$ cat config.mk
export PLATFORM = sky130hd
export DESIGN_NAME = lsac_line_status
export DESIGN_NICKNAME = d
export VERILOG_FILES = /design/src/lsac_pkg.sv /design/src/lsac_line_status.sv
export VERILOG_INCLUDE_DIRS = /design/src /design/src/src
export SDC_FILE = /design/constraint.sdc
export NUM_CORES = 1
export LEC_CHECK = 0
export BUFFER_PORTS_ARGS = -buffer_cell sky130_fd_sc_hd__clkbuf_2
export CAP_MARGIN = 30
export CORE_MARGIN = 8
export CORE_UTILIZATION = 45
export DETAILED_ROUTE_END_ITERATION = 8
export SYNTH_ARGS = -nofsm -noshare
export SYNTH_HDL_FRONTEND = slang
export SYNTH_SLANG_ARGS = --single-unit
$ cat constraint.sdc
create_clock -name i_clk -period 9.1 [get_ports i_clk]
set_clock_uncertainty 0.2 [all_clocks]
set_input_delay 1.82 -clock i_clk [delete_from_list [all_inputs] [get_ports i_clk]]
set_output_delay 1.82 -clock i_clk [all_outputs]
set_load 0.01 [all_outputs]
$ cat src/lsac_regs.svh
/*
  register map, field positions, reset values and constants for the line status,
  alarm and counter block. assumes a 32-bit wishbone slave, one 16-bit register
  per aligned word: byte address = word index * 4.
*/
`ifndef LSAC_REGS_SVH
`define LSAC_REGS_SVH

// ----------------------------------------------------------------------
// word indices
// ----------------------------------------------------------------------
`define LSAC_IDX_CFG_A      8'h00
`define LSAC_IDX_CFG_B      8'h01
`define LSAC_IDX_LINE_EN    8'h2d
`define LSAC_IDX_OVFL_EN    8'h2f
`define LSAC_IDX_LINE_STAT  8'h38
`define LSAC_IDX_OVFL_STAT  8'h3a
`define LSAC_IDX_CNT_BASE   8'h40

// ----------------------------------------------------------------------
// fields
// ----------------------------------------------------------------------
`define LSAC_CFG_A_MODE_LSB 0
`define LSAC_CFG_A_MODE_MSB 2
`define LSAC_CFG_A_SEC_LAT  13
`define LSAC_CFG_B_TXA_LSB  4
`define LSAC_CFG_B_TXA_MID  5
`define LSAC_CFG_B_TXA_MSB  6
`define LSAC_STAT_LOS       0
`define LSAC_STAT_ERR_LSB   9
`define LSAC_STAT_ERR_MSB   13
`define LSAC_STAT_SEC       14
`define LSAC_STAT_FEBE      15
`define LSAC_VIOL_CNT       2

// ----------------------------------------------------------------------
// reset values and counts
// ----------------------------------------------------------------------
`define LSAC_RST_REG16      16'h0000
`define LSAC_CNT_MAX        16'hffff
`define LSAC_FEBE_PEND_MAX  4'hf

`endif

$ cat src/lsac_pkg.sv
/*
  types for the line status, alarm and counter block.
  assumes nothing of its surroundings.
*/
package lsac_pkg;

  // line mode held in the low bits of line_config_a
  typedef enum logic [2:0] {
    LSAC_MODE_SONET,
    LSAC_MODE_DS3,
    LSAC_MODE_G832,
    LSAC_MODE_G751,
    LSAC_MODE_EXT57,
    LSAC_MODE_PAR
  } lsac_mode_type;

endpackage : lsac_pkg

$ cat src/lsac_line_status.sv
/*
  line status, interrupt, 16-bit line counters with one-second latching and
  transmit alarm controls. assumes a classic wishbone master, framer indications
  synchronous to i_clk, and a slow one-second strobe from another source.
*/
`timescale 1ns/1ns
`default_nettype none
`include "lsac_regs.svh"

module lsac_line_status #(
  parameter int N_CNT = 4
) (
  // clock and reset
  input  wire logic             i_clk,
  input  wire logic             i_arst_n,
  // wishbone slave
  input  wire logic             i_wb_cyc,
  input  wire logic             i_wb_stb,
  input  wire logic             i_wb_we,
  input  wire logic [9:0]       i_wb_adr,
  input  wire logic [3:0]       i_wb_sel,
  input  wire logic [31:0]      i_wb_dat,
  output logic      [31:0]      o_wb_dat,
  output logic                  o_wb_ack,
  // framer indications
  input  wire logic [15:0]      i_line_cond,
  input  wire logic [N_CNT-1:0] i_cnt_evt,
  input  wire logic             i_rx_violation_flag,
  input  wire logic             i_one_second_strobe_in,
  input  wire logic             i_rx_febe_err,
  input  wire logic             i_tx_mframe_start,
  // interrupt and transmit alarm controls
  output logic                  o_stat_int,
  output logic                  o_tx_ds3_ais,
  output logic                  o_tx_ds3_idle,
  output logic                  o_tx_ds3_xbit_yellow,
  output logic                  o_tx_ds3_febe_zero,
  output logic                  o_tx_e3_ais,
  output logic                  o_tx_e3_abit,
  output logic                  o_tx_g832_ais,
  output logic                  o_tx_g832_ferf,
  output logic                  o_tx_g832_tmark
);

  // ----------------------------------------------------------------------
  // helpers
  // ----------------------------------------------------------------------
  function automatic logic [15:0] wr16(input logic [15:0] old, input logic [31:0] d, input logic [3:0] sel);
    wr16 = {sel[1] ? d[15:8] : old[15:8], sel[0] ? d[7:0] : old[7:0]};
  endfunction : wr16

  // ----------------------------------------------------------------------
  // state
  // ----------------------------------------------------------------------
  logic [15:0] cfg_a_reg, cfg_a_next, cfg_b_reg, cfg_b_next;
  logic [15:0] line_en_reg, line_en_next, ovfl_en_reg, ovfl_en_next;
  logic [15:0] stat_reg, stat_next, ovfl_reg, ovfl_next, cond_reg;
  logic [15:0] live_reg [N_CNT], live_next [N_CNT];
  logic [15:0] lat_reg [N_CNT], lat_next [N_CNT];
  logic [31:0] dat_next;
  logic        ack_next, int_next;
  logic        sec_s1_reg, sec_s2_reg, sec_s3_reg;
  logic [3:0]  febe_pend_reg, febe_pend_next;
  logic        febe_zero_reg, febe_zero_next;
  logic [6:0]  txa_next;
  logic [6:0]  txa_reg;
  logic        tmark_reg, tmark_next;

  lsac_pkg::lsac_mode_type mode;
  logic        sec_edge, acc, rd_fire, wr_fire, lat_en;
  logic [7:0]  idx;
  logic [15:0] stat_evt;

  assign mode     = lsac_pkg::lsac_mode_type'(cfg_a_reg[`LSAC_CFG_A_MODE_MSB:`LSAC_CFG_A_MODE_LSB]);
  assign idx      = i_wb_adr[9:2];
  assign acc      = i_wb_cyc && i_wb_stb && !o_wb_ack;
  assign rd_fire  = acc && !i_wb_we;
  assign wr_fire  = acc && i_wb_we;
  assign lat_en   = cfg_a_reg[`LSAC_CFG_A_SEC_LAT];
  // the second and third flops of the synchroniser feed the edge detector
  assign sec_edge = sec_s2_reg && !sec_s3_reg;

  // ----------------------------------------------------------------------
  // status events
  // ----------------------------------------------------------------------
  always_comb begin
    for (int b = 0; b < 16; b++) begin
      if (b >= `LSAC_STAT_ERR_LSB && b <= `LSAC_STAT_ERR_MSB) begin
        stat_evt[b] = i_line_cond[b];
      end else begin
        stat_evt[b] = i_line_cond[b] ^ cond_reg[b];
      end
    end
    stat_evt[`LSAC_STAT_SEC]  = sec_edge;
    stat_evt[`LSAC_STAT_FEBE] = (mode == lsac_pkg::LSAC_MODE_SONET) && i_line_cond[`LSAC_STAT_FEBE];
  end

  // ----------------------------------------------------------------------
  // register file, status and counters
  // ----------------------------------------------------------------------
  always_comb begin
    logic [15:0] base;
    logic        evt;
    logic        rd_cnt;
    base = 16'h0000;
    evt  = 1'b0;
    rd_cnt = 1'b0;
    cfg_a_next   = cfg_a_reg;
    cfg_b_next   = cfg_b_reg;
    line_en_next = line_en_reg;
    ovfl_en_next = ovfl_en_reg;
    stat_next    = stat_reg;
    ovfl_next    = ovfl_reg;
    ack_next     = acc;
    dat_next     = 32'h0000_0000;
    if (wr_fire) begin
      if (idx == `LSAC_IDX_CFG_A) begin
        cfg_a_next = wr16(cfg_a_reg, i_wb_dat, i_wb_sel);
      end else if (idx == `LSAC_IDX_CFG_B) begin
        cfg_b_next = wr16(cfg_b_reg, i_wb_dat, i_wb_sel);
      end else if (idx == `LSAC_IDX_LINE_EN) begin
        line_en_next = wr16(line_en_reg, i_wb_dat, i_wb_sel);
      end else if (idx == `LSAC_IDX_OVFL_EN) begin
        ovfl_en_next = wr16(ovfl_en_reg, i_wb_dat, i_wb_sel);
      end
    end
    if (rd_fire) begin
      if (idx == `LSAC_IDX_CFG_A) begin
        dat_next[15:0] = cfg_a_reg;
      end else if (idx == `LSAC_IDX_CFG_B) begin
        dat_next[15:0] = cfg_b_reg;
      end else if (idx == `LSAC_IDX_LINE_EN) begin
        dat_next[15:0] = line_en_reg;
      end else if (idx == `LSAC_IDX_OVFL_EN) begin
        dat_next[15:0] = ovfl_en_reg;
      end else if (idx == `LSAC_IDX_LINE_STAT) begin
        dat_next[15:0] = stat_reg;
        stat_next      = 16'h0000;
      end else if (idx == `LSAC_IDX_OVFL_STAT) begin
        dat_next[15:0] = ovfl_reg;
        ovfl_next      = 16'h0000;
      end
    end
    // new events override the read clear so none is lost
    stat_next = stat_next | stat_evt;
    for (int k = 0; k < N_CNT; k++) begin
      rd_cnt = rd_fire && (idx == `LSAC_IDX_CNT_BASE + 8'(k));
      evt    = (k == `LSAC_VIOL_CNT && mode == lsac_pkg::LSAC_MODE_PAR) ? i_rx_violation_flag : i_cnt_evt[k];
      lat_next[k] = lat_reg[k];
      base        = live_reg[k];
      if (k == 0 || lat_en) begin
        if (rd_cnt) begin
          dat_next[15:0] = lat_reg[k];
          if (k == 0) begin
            lat_next[k] = 16'h0000;
          end
        end
      end else if (rd_cnt) begin
        dat_next[15:0] = live_reg[k];
        base           = 16'h0000;
      end
      if (sec_edge && (k == 0 || lat_en)) begin
        lat_next[k] = live_reg[k];
        base        = 16'h0000;
      end
      live_next[k] = base;
      if (evt) begin
        if (base != `LSAC_CNT_MAX) begin
          live_next[k] = base + 16'h0001;
        end else if (ovfl_en_reg[k]) begin
          live_next[k] = 16'h0000;
          ovfl_next[k] = 1'b1;
        end
      end
    end
    int_next = |(stat_next & line_en_next) || |(ovfl_next & ovfl_en_next);
  end

  always_ff @(posedge i_clk or negedge i_arst_n) begin
    if (!i_arst_n) begin
      cfg_a_reg   <= `LSAC_RST_REG16;
      cfg_b_reg   <= `LSAC_RST_REG16;
      line_en_reg <= `LSAC_RST_REG16;
      ovfl_en_reg <= `LSAC_RST_REG16;
      stat_reg    <= `LSAC_RST_REG16;
      ovfl_reg    <= `LSAC_RST_REG16;
      cond_reg    <= `LSAC_RST_REG16;
      o_wb_ack    <= 1'b0;
      o_wb_dat    <= 32'h0000_0000;
      o_stat_int  <= 1'b0;
      sec_s1_reg  <= 1'b0;
      sec_s2_reg  <= 1'b0;
      sec_s3_reg  <= 1'b0;
      for (int k = 0; k < N_CNT; k++) begin
        live_reg[k] <= `LSAC_RST_REG16;
        lat_reg[k]  <= `LSAC_RST_REG16;
      end
    end else begin
      cfg_a_reg   <= cfg_a_next;
      cfg_b_reg   <= cfg_b_next;
      line_en_reg <= line_en_next;
      ovfl_en_reg <= ovfl_en_next;
      stat_reg    <= stat_next;
      ovfl_reg    <= ovfl_next;
      cond_reg    <= i_line_cond;
      o_wb_ack    <= ack_next;
      o_wb_dat    <= dat_next;
      o_stat_int  <= int_next;
      sec_s1_reg  <= i_one_second_strobe_in;
      sec_s2_reg  <= sec_s1_reg;
      sec_s3_reg  <= sec_s2_reg;
      for (int k = 0; k < N_CNT; k++) begin
        live_reg[k] <= live_next[k];
        lat_reg[k]  <= lat_next[k];
      end
    end
  end

  // ----------------------------------------------------------------------
  // transmit alarms and ds3 febe
  // ----------------------------------------------------------------------
  always_comb begin
    logic [2:0] a;
    a = cfg_b_reg[`LSAC_CFG_B_TXA_MSB:`LSAC_CFG_B_TXA_LSB];
    txa_next = 7'h00;
    if (mode == lsac_pkg::LSAC_MODE_DS3) begin
      txa_next[0] = a[0];
      txa_next[1] = !a[0] && a[1];
      txa_next[2] = !a[0] && !a[1] && a[2];
    end else if (mode == lsac_pkg::LSAC_MODE_G751) begin
      txa_next[3] = a[0];
      txa_next[4] = a[2];
    end else if (mode == lsac_pkg::LSAC_MODE_G832) begin
      txa_next[5] = a[0];
      txa_next[6] = a[1];
    end
    tmark_next = (mode == lsac_pkg::LSAC_MODE_G832) && a[2];
    febe_pend_next = febe_pend_reg;
    febe_zero_next = febe_zero_reg;
    // one zero m-frame is owed per error; the backlog saturates rather than wraps
    if (i_tx_mframe_start) begin
      febe_zero_next = (febe_pend_reg != 4'h0);
      if (febe_pend_reg != 4'h0) begin
        febe_pend_next = febe_pend_reg - 4'h1;
      end
    end
    if (i_rx_febe_err && febe_pend_next != `LSAC_FEBE_PEND_MAX) begin
      febe_pend_next = febe_pend_next + 4'h1;
    end
    if (mode != lsac_pkg::LSAC_MODE_DS3) begin
      febe_pend_next = 4'h0;
      febe_zero_next = 1'b0;
    end
  end

  always_ff @(posedge i_clk or negedge i_arst_n) begin
    if (!i_arst_n) begin
      txa_reg       <= 7'h00;
      febe_pend_reg <= 4'h0;
      febe_zero_reg <= 1'b0;
      tmark_reg     <= 1'b0;
    end else begin
      txa_reg       <= txa_next;
      febe_pend_reg <= febe_pend_next;
      febe_zero_reg <= febe_zero_next;
      tmark_reg     <= tmark_next;
    end
  end

  assign o_tx_ds3_ais         = txa_reg[0];
  assign o_tx_ds3_idle        = txa_reg[1];
  assign o_tx_ds3_xbit_yellow = txa_reg[2];
  assign o_tx_e3_ais          = txa_reg[3];
  assign o_tx_e3_abit         = txa_reg[4];
  assign o_tx_g832_ais        = txa_reg[5];
  assign o_tx_g832_ferf       = txa_reg[6];
  assign o_tx_g832_tmark      = tmark_reg;
  assign o_tx_ds3_febe_zero   = febe_zero_reg;

  // ----------------------------------------------------------------------
  // assertions
  // ----------------------------------------------------------------------
  property p_int_on_pending;
    @(posedge i_clk) disable iff (!i_arst_n) (|(stat_reg & line_en_reg) && !rd_fire && !wr_fire) |=> o_stat_int;
  endproperty
  a_int_on_pending: assert property (p_int_on_pending) else $error("pending enabled status without interrupt");

  property p_read_clears;
    @(posedge i_clk) disable iff (!i_arst_n)
      (rd_fire && idx == `LSAC_IDX_LINE_STAT && stat_evt == 16'h0000) |=> (stat_reg == 16'h0000);
  endproperty
  a_read_clears: assert property (p_read_clears) else $error("status read did not clear");

  property p_err_sets;
    @(posedge i_clk) disable iff (!i_arst_n) i_line_cond[`LSAC_STAT_ERR_LSB] |=> stat_reg[`LSAC_STAT_ERR_LSB];
  endproperty
  a_err_sets: assert property (p_err_sets) else $error("error occurrence lost");

  property p_alarm_change;
    @(posedge i_clk) disable iff (!i_arst_n) (i_line_cond[`LSAC_STAT_LOS] != cond_reg[`LSAC_STAT_LOS]) |=> stat_reg[`LSAC_STAT_LOS];
  endproperty
  a_alarm_change: assert property (p_alarm_change) else $error("alarm change lost");

  property p_wrap;
    @(posedge i_clk) disable iff (!i_arst_n)
      (live_reg[1] == `LSAC_CNT_MAX && ovfl_en_reg[1] && i_cnt_evt[1] && !sec_edge && !rd_fire)
      |=> (live_reg[1] == 16'h0000 && ovfl_reg[1]);
  endproperty
  a_wrap: assert property (p_wrap) else $error("counter did not wrap with overflow");

  property p_saturate;
    @(posedge i_clk) disable iff (!i_arst_n)
      (live_reg[N_CNT-1] == `LSAC_CNT_MAX && !ovfl_en_reg[N_CNT-1] && !sec_edge && !rd_fire)
      |=> (live_reg[N_CNT-1] == `LSAC_CNT_MAX);
  endproperty
  a_saturate: assert property (p_saturate) else $error("counter left saturation");

  property p_viol_latch;
    @(posedge i_clk) disable iff (!i_arst_n) sec_edge |=> (lat_reg[0] == $past(live_reg[0]));
  endproperty
  a_viol_latch: assert property (p_viol_latch) else $error("violation count not latched");

  property p_ds3_prio;
    @(posedge i_clk) disable iff (!i_arst_n)
      (mode == lsac_pkg::LSAC_MODE_DS3 && cfg_b_reg[`LSAC_CFG_B_TXA_LSB]) ##1 $stable(cfg_b_reg)
      |-> (o_tx_ds3_ais && !o_tx_ds3_idle && !o_tx_ds3_xbit_yellow);
  endproperty
  a_ds3_prio: assert property (p_ds3_prio) else $error("ds3 alarm priority wrong");

  property p_sec_once;
    @(posedge i_clk) disable iff (!i_arst_n)
      sec_edge |-> ($past(i_one_second_strobe_in, 2) && !$past(i_one_second_strobe_in, 3));
  endproperty
  a_sec_once: assert property (p_sec_once) else $error("second strobe edge without one input rise");

  property p_viol_read_zero;
    @(posedge i_clk) disable iff (!i_arst_n)
      (rd_fire && idx == `LSAC_IDX_CNT_BASE && !sec_edge) |=> (lat_reg[0] == 16'h0000);
  endproperty
  a_viol_read_zero: assert property (p_viol_read_zero) else $error("violation count not cleared by read");

  property p_febe_zero;
    @(posedge i_clk) disable iff (!i_arst_n)
      (mode == lsac_pkg::LSAC_MODE_DS3 && i_tx_mframe_start && febe_pend_reg != 4'h0) |=> o_tx_ds3_febe_zero;
  endproperty
  a_febe_zero: assert property (p_febe_zero) else $error("owed febe zero frame not sent");

  c_status_irq: cover property (@(posedge i_clk) disable iff (!i_arst_n) $rose(o_stat_int));
  c_wrap: cover property (@(posedge i_clk) disable iff (!i_arst_n) $rose(ovfl_reg[1]));
  c_latch: cover property (@(posedge i_clk) disable iff (!i_arst_n) sec_edge && lat_en);
  c_febe_zero: cover property (@(posedge i_clk) disable iff (!i_arst_n) $rose(o_tx_ds3_febe_zero));
  c_par_viol: cover property (@(posedge i_clk) disable iff (!i_arst_n)
    mode == lsac_pkg::LSAC_MODE_PAR && i_rx_violation_flag);

endmodule : lsac_line_status
`default_nettype wire

==> flow_metrics.py, run 1 <==
metrics = {
    "critical_path": {
        "crit_required_ps": 9320,
        "rrSetupSlack_ps": 4700,
        "cp_max_fo": 26,
        "start_kind": "primary input",
        "r2r-start": "sec_s2_reg$_DFF_PN0_",
        "crit_arrival_ps": 5310,
        "r2r-end": "live_reg[22]$_DFF_PN0_",
        "end_kind": "flop",
        "critPathKind": "primary input to flop",
        "rr_worst_depth": 13,
    },
    "logic_synthesis": {
        "synth_edf_count": 0,
        "netlist_area_um2": 13000,
        "synth-async-reset-ratio_pct": 100,
        "ys_seq_area_share_pct": 51.2,
        "synth_commonest_cells": "dfrtp_1, nand2_1, mux2_2",
        "synth_top_family_by_area": "simple AND/OR/NAND/NOR gates",
        "ys_warn_count": 0,
        "muxShareOfSynthArea_pct": 15.1,
        "synth_most_common_cell": "dfrtp_1",
        "ys_seq_elements": 267,
        "synth-main-ff-cell": "dfrtp_1",
        "synthAdderAreaFrac_pct": 0.575,
        "synth_area_leaders": "dfrtp_1, mux2_2, nand2_1",
        "synth_compound_area_share_pct": 12.1,
        "synth_area_leader_cell": "dfrtp_1",
        "syn_avg_cell_area_um2": 11.0,
        "synth-xor-area-share_pct": 1.61,
        "synthSimpleGateAreaFrac_pct": 16.1,
        "syn_inst": 1185,
        "synth_top_area_share_pct": 51.2,
        "synthDistinctLibCells": 75,
    },
    "floorplanning": {
        "num_io_pins": 118,
        "die_x_um": 186,
        "coreArea_um2": 28600,
        "rows": 62,
        "die_area_um2": 34700,
        "die_h_um": 186,
        "initial_utilization_pct": 45.6,
    },
    "grt": {
        "grt_pass1_wl_um": 54800,
        "grt_use_total_pct": 20.2,
        "antenna_found_initial": 2,
        "grt-ovfl-total": 0,
        "grt_pass1_vias": 9386,
        "grt_max_degree": 146,
    },
    "placed_design": {
        "port_buffers": 80,
        "hpwl_um": 24100,
        "place.gp.congestion": 0.810,
        "placed_cell_area_um2": 13800,
        "pre_cts_slack_ps": 3530,
    },
    "power_and_ir_drop": {
        "power.total_mw": 2.64,
        "peakVddDrop_mv": 0.116,
        "power_density_nw_per_um2": 179,
        "p_leak_nw": 6.87,
    },
    "detailed_routing": {
        "final_antenna_net_count": 0,
        "firstDrtPassIters": 5,
        "avgViaCountPerCell": 5.79,
        "drc": 0,
        "routed_wl_um": 35000,
        "drtIter0Drc": 896,
        "wire_per_inst_um": 21.1,
        "vias": 9588,
    },
    "clocking": {
        "cts_hold_buf": 0,
        "cts_buffer_depth": 3,
        "cts_tree": "done",
        "clk_pin_slew_ps": 60,
        "cts_root_buf": "clkbuf_16",
        "clk_latency_ps": 560,
        "numClockSinks": 267,
        "h-tree-depth": 1,
        "cts_resized": 0,
        "cts_setup_buffers": 0,
        "cts_made_buffers": 30,
    },
    "worst_hold_path": {
        "hold_class": "flop to flop",
        "hp-start": "sec_s1_reg$_DFF_PN0_",
        "min_path_cells": 0,
        "hold_end": "sec_s2_reg$_DFF_PN0_",
    },
    "timing": {
        "setup_viol": 0,
        "slew_viol_final": 0,
        "tightest_slew_ps": 973,
        "finalHoldViolCount": 0,
        "fin_crit_sh_pct": 56.0,
        "setup_slack_ps": 4000,
        "fmax_mhz": 196,
        "grt_setup_unrepaired": "false",
        "tns_ps": 0,
        "relSlewSlack_pct": 34.9,
        "fin_crit_ps": 5100,
    },
    "final_layout": {
        "area_growth_pct": 12.9,
        "fin_nets": 1333,
        "final_area_um2": 14700,
        "utilization_pct": 51.5,
        "drive_gt1_share_pct": 24.4,
        "antenna_cells": 0,
    },
    "outcome": {
        "status": "completed",
    },
    "flow_run": {
        "maxCapViolCount": 0,
    },
}
## per-layer routing
metal / routed length (um) / track usage, % / up-vias
met5: 19 / 0 / -
met4: 801 / 4.99 / 4
met3: 2150 / 3.26 / 63
met2: 16500 / 32.2 / 240
met1: 15600 / 28.6 / 4846
li1: - / - / 4435
## where the power goes
group          internal (mW)  switching, mW  leakage [nW]
sequential              1.23         0.0376          3.57
combinational         0.0746          0.104          2.82
clock                  0.708          0.489         0.474
## cell families after synthesis
logic type      after synthesis
xor+xnor                     24
buf+inv                      91
fa+ha+maj                     6
mux                         161
other cells                   1
flops                       267
compound gates              230
simple gates                405
## cells in the final DEF (no fill, tap or decap), types with 14 or more instances in the layout
cell type and n:
nor3_1 14, nand2_1 137, a21oi_1 21, a22oi_1 33
nor2_1 74, nand4_1 19, o22ai_1 19, o21ai_0 54
xor2_1 18, and3_1 22, a21o_1 16, a211o_1 14
clkbuf_2 79, conb_1 16, mux2_2 129, inv_1 20
clkbuf_16 31, a31oi_1 18, dfrtp_1 266, a22o_1 16
mux4_2 16, mux2i_1 14, and2_1 26, nand3_1 44
## cell type report
type	count	area [um^2]
Clock buffer	41	853
Clock inverter	11	114
Fill cell	2593	13900
Inverter	20	75.1
Multi-Input combinational cell	842	6030
Sequential cell	267	6680
Tap cell	384	480
Timing Repair Buffer	91	505
## through the flow
stage	instances	hold slack, ps
2_1_floorplan	1200	131
3_3_place_gp	1603	134
3_5_place_dp	1604	136
4_1_cts	1656	149
5_1_grt	1656	161
6_report	1656	145
## critical path, stage by stage
cell	delay [ps]
clkbuf_2	590
or4b_4	590
nor4_4	780
mux2_2	440
a22o_1	200
or4_4	520
a221oi_2	210
nand4_1	130
## how the worst max path moves through the flow
stage           startpoint                endpoint  slack, ps  cells after the start
3_5_place_dp   i_wb_adr[2]    o_stat_int$_DFF_PN0_       3530                      8
6_report       i_wb_adr[2]    o_stat_int$_DFF_PN0_       4000                      8
5_1_grt        i_wb_adr[2]  live_reg[22]$_DFF_PN0_       3880                     11
2_1_floorplan  i_wb_adr[3]    o_stat_int$_DFF_PN0_       4400                      8
3_3_place_gp   i_wb_adr[2]    o_stat_int$_DFF_PN0_       3530                      8
4_1_cts        i_wb_adr[2]    o_stat_int$_DFF_PN0_       4130                      8
No activity file was read; power rests on OpenSTA's default activity.
==> run 2: changes to the inputs <==
==> constraint.sdc (replaced) <==
create_clock -name i_clk -period 5 [get_ports i_clk]
set_clock_uncertainty 0.2 [all_clocks]
set_input_delay 1 -clock i_clk [delete_from_list [all_inputs] [get_ports i_clk]]
set_output_delay 1 -clock i_clk [all_outputs]
set_load 0.01 [all_outputs]
==> run 2 against run 1 <==
Flip-flop and latch count did not move. Setup slack got worse by 2700 ps. Total power rose by 86%. Cell count rose by 1.0%. Sequential share of layout area fell by 0.54 points. Non-clock buffer count rose by 12. Clock power rose by 90%. Routed wire length barely moved. Largest power group unchanged. Core utilization rose by 0.62 points. Highest routed layer unchanged. Global-route usage rose by 0.11 points. Cell area rose by 1.2%. Critical path depth rose by 3. Critical endpoint is now live_reg[47]$_DFF_PN0_.
==> flow_metrics.py, run 2 (synthesized netlist as in run 1, its figures left out) <==
metrics = {
    "worst_hold_path": {
        "hold_class": "flop to flop",
        "hp-start": "sec_s1_reg$_DFF_PN0_",
        "min_path_cells": 0,
        "hold_end": "sec_s2_reg$_DFF_PN0_",
    },
    "detailed_routing": {
        "drc": 0,
        "routed_wl_um": 35000,
        "final_antenna_net_count": 0,
        "firstDrtPassIters": 5,
        "drtIter0Drc": 749,
        "wire_per_inst_um": 20.9,
        "vias": 9659,
        "avgViaCountPerCell": 5.77,
    },
    "floorplanning": {
        "die_area_um2": 34700,
        "die_x_um": 186,
        "num_io_pins": 118,
        "rows": 62,
        "coreArea_um2": 28600,
        "initial_utilization_pct": 45.6,
        "die_h_um": 186,
    },
    "clocking": {
        "cts_root_buf": "clkbuf_16",
        "cts_resized": 0,
        "numClockSinks": 267,
        "cts_made_buffers": 30,
        "clk_pin_slew_ps": 60,
        "cts_setup_buffers": 0,
        "cts_tree": "done",
        "clk_latency_ps": 560,
        "cts_buffer_depth": 3,
        "h-tree-depth": 1,
        "cts_hold_buf": 0,
    },
    "final_layout": {
        "fillers": 2563,
        "final_area_um2": 14900,
        "most-common-layout-cells": "dfrtp_1, nand2_1, mux2_2",
        "drive_gt1_share_pct": 25.5,
        "multi_input_area_um2": 6030,
        "mostFrequentLayoutCell": "dfrtp_1",
        "seqCellArea_um2": 6680,
        "fin_nets": 1345,
        "area_growth_pct": 14.3,
    },
    "timing": {
        "slew_viol_final": 0,
        "tightest_slew_ps": 953,
        "relSlewSlack_pct": 36.5,
        "fin_crit_ps": 3720,
        "finalHoldViolCount": 0,
        "setup_viol": 0,
        "grt_setup_unrepaired": "false",
        "fin_crit_sh_pct": 74.4,
        "tns_ps": 0,
        "fmax_mhz": 269,
    },
    "critical_path": {
        "start_kind": "primary input",
        "rr_worst_depth": 10,
        "rrSetupSlack_ps": 1410,
        "critPathKind": "primary input to flop",
        "crit_buf_inv": 1,
        "r2r-start": "cfg_a_reg[13]$_DFFE_PN0P_",
        "end_kind": "flop",
        "cp_num_cells": 11,
        "r2r-end": "live_reg[47]$_DFF_PN0_",
        "cp_max_fo": 7,
        "crit_required_ps": 5280,
        "crit_slowest_cell": "and4_1",
        "crit_top_cell": "and3_1",
        "critical-path-top-delay-family": "simple AND/OR/NAND/NOR gates",
        "crit_arrival_ps": 4000,
        "worst_path_largest_cell_delay_ps": 470,
        "path_cells": "clkbuf_2 > nor4_2 > nand4b_1 > and3_1 > ha_1 > and3_1 > a41oi_1 > and4_1 > nand4_1 > mux2_1 > nor2_1",
    },
    "power_and_ir_drop": {
        "p_leak_nw": 6.97,
        "peakVddDrop_mv": 0.225,
        "power_density_nw_per_um2": 329,
    },
    "flow_run": {
        "maxCapViolCount": 0,
    },
    "grt": {
        "grt_pass1_vias": 9613,
        "grt_max_degree": 116,
        "grt_pass1_wl_um": 55000,
        "grt-ovfl-total": 0,
        "antenna_found_initial": 3,
        "grt_use_total_pct": 20.4,
    },
    "placed_design": {
        "place.gp.congestion": 0.857,
        "port_buffers": 80,
        "placed_cell_area_um2": 13900,
        "hpwl_um": 24800,
    },
    "outcome": {
        "status": "completed",
    },
}
-- run 2: cell count changes in the layout (fill, tap and decap cells not counted) --
cell	delta
clkinv_2	+2
bufinv_16	+1
buf_4	+11
clkbuf_1	-2
buf_12	+1
clkbuf_8	+3
diode_2	+1
-- run 2: layer usage --
layer / part of all wire (%) / track usage [%]
met5: 0.054 / 0
met2: 44 / 31.1
met3: 6.7 / 3.54
met4: 4.0 / 8.22
met1: 45 / 28.5
-- run 2: final cells by class --
| cell class | count | area share [%] |
|---|---|---|
| flip-flops and latches | 267 | 44.8 |
| multi-input cells | 842 | 40.4 |
| clock buffers | 42 | 5.95 |
| repair buffers | 103 | 4.08 |
| well taps | 384 | 3.22 |
| clock inverters | 14 | 1.03 |
| inverters | 20 | 0.503 |
| diodes | 1 | 0.0168 |
-- run 2: report_power, final --
part	internal, mW	switching [mW]	total (mW)
registers	2.24	0.0703	2.31
logic	0.139	0.186	0.325
clock network	1.39	0.893	2.28
-- run 2: worst max path at each step --
stage                            from                     end  slack [ps]
after floorplan           i_wb_adr[3]    o_stat_int$_DFF_PN0_        1120
after global placement    i_wb_adr[7]  live_reg[47]$_DFF_PN0_         790
after detailed placement  i_wb_adr[7]  live_reg[47]$_DFF_PN0_         780
after CTS                 i_wb_adr[7]  live_reg[47]$_DFF_PN0_        1330
after global routing      i_wb_adr[5]  live_reg[47]$_DFF_PN0_        1110
final                     i_wb_adr[5]  live_reg[47]$_DFF_PN0_        1280
-- run 2: per-stage QoR --
| step | total power, mW | utilization [%] | hold WS (ps) | std cells | worst slack, ps |
|---|---|---|---|---|---|
| final | 4.91 | 52.1 | 146 | 1673 | 1280 |
| after global routing | 5.09 | 52.1 | 172 | 1673 | 1110 |
| after CTS | 4.96 | 52.1 | 148 | 1672 | 1330 |
| after detailed placement | 2.67 | 48.5 | 135 | 1616 | 775 |
| after global placement | 2.66 | 48.5 | 138 | 1616 | 788 |
| after floorplan | 2.53 | - | 131 | 1200 | 1120 |
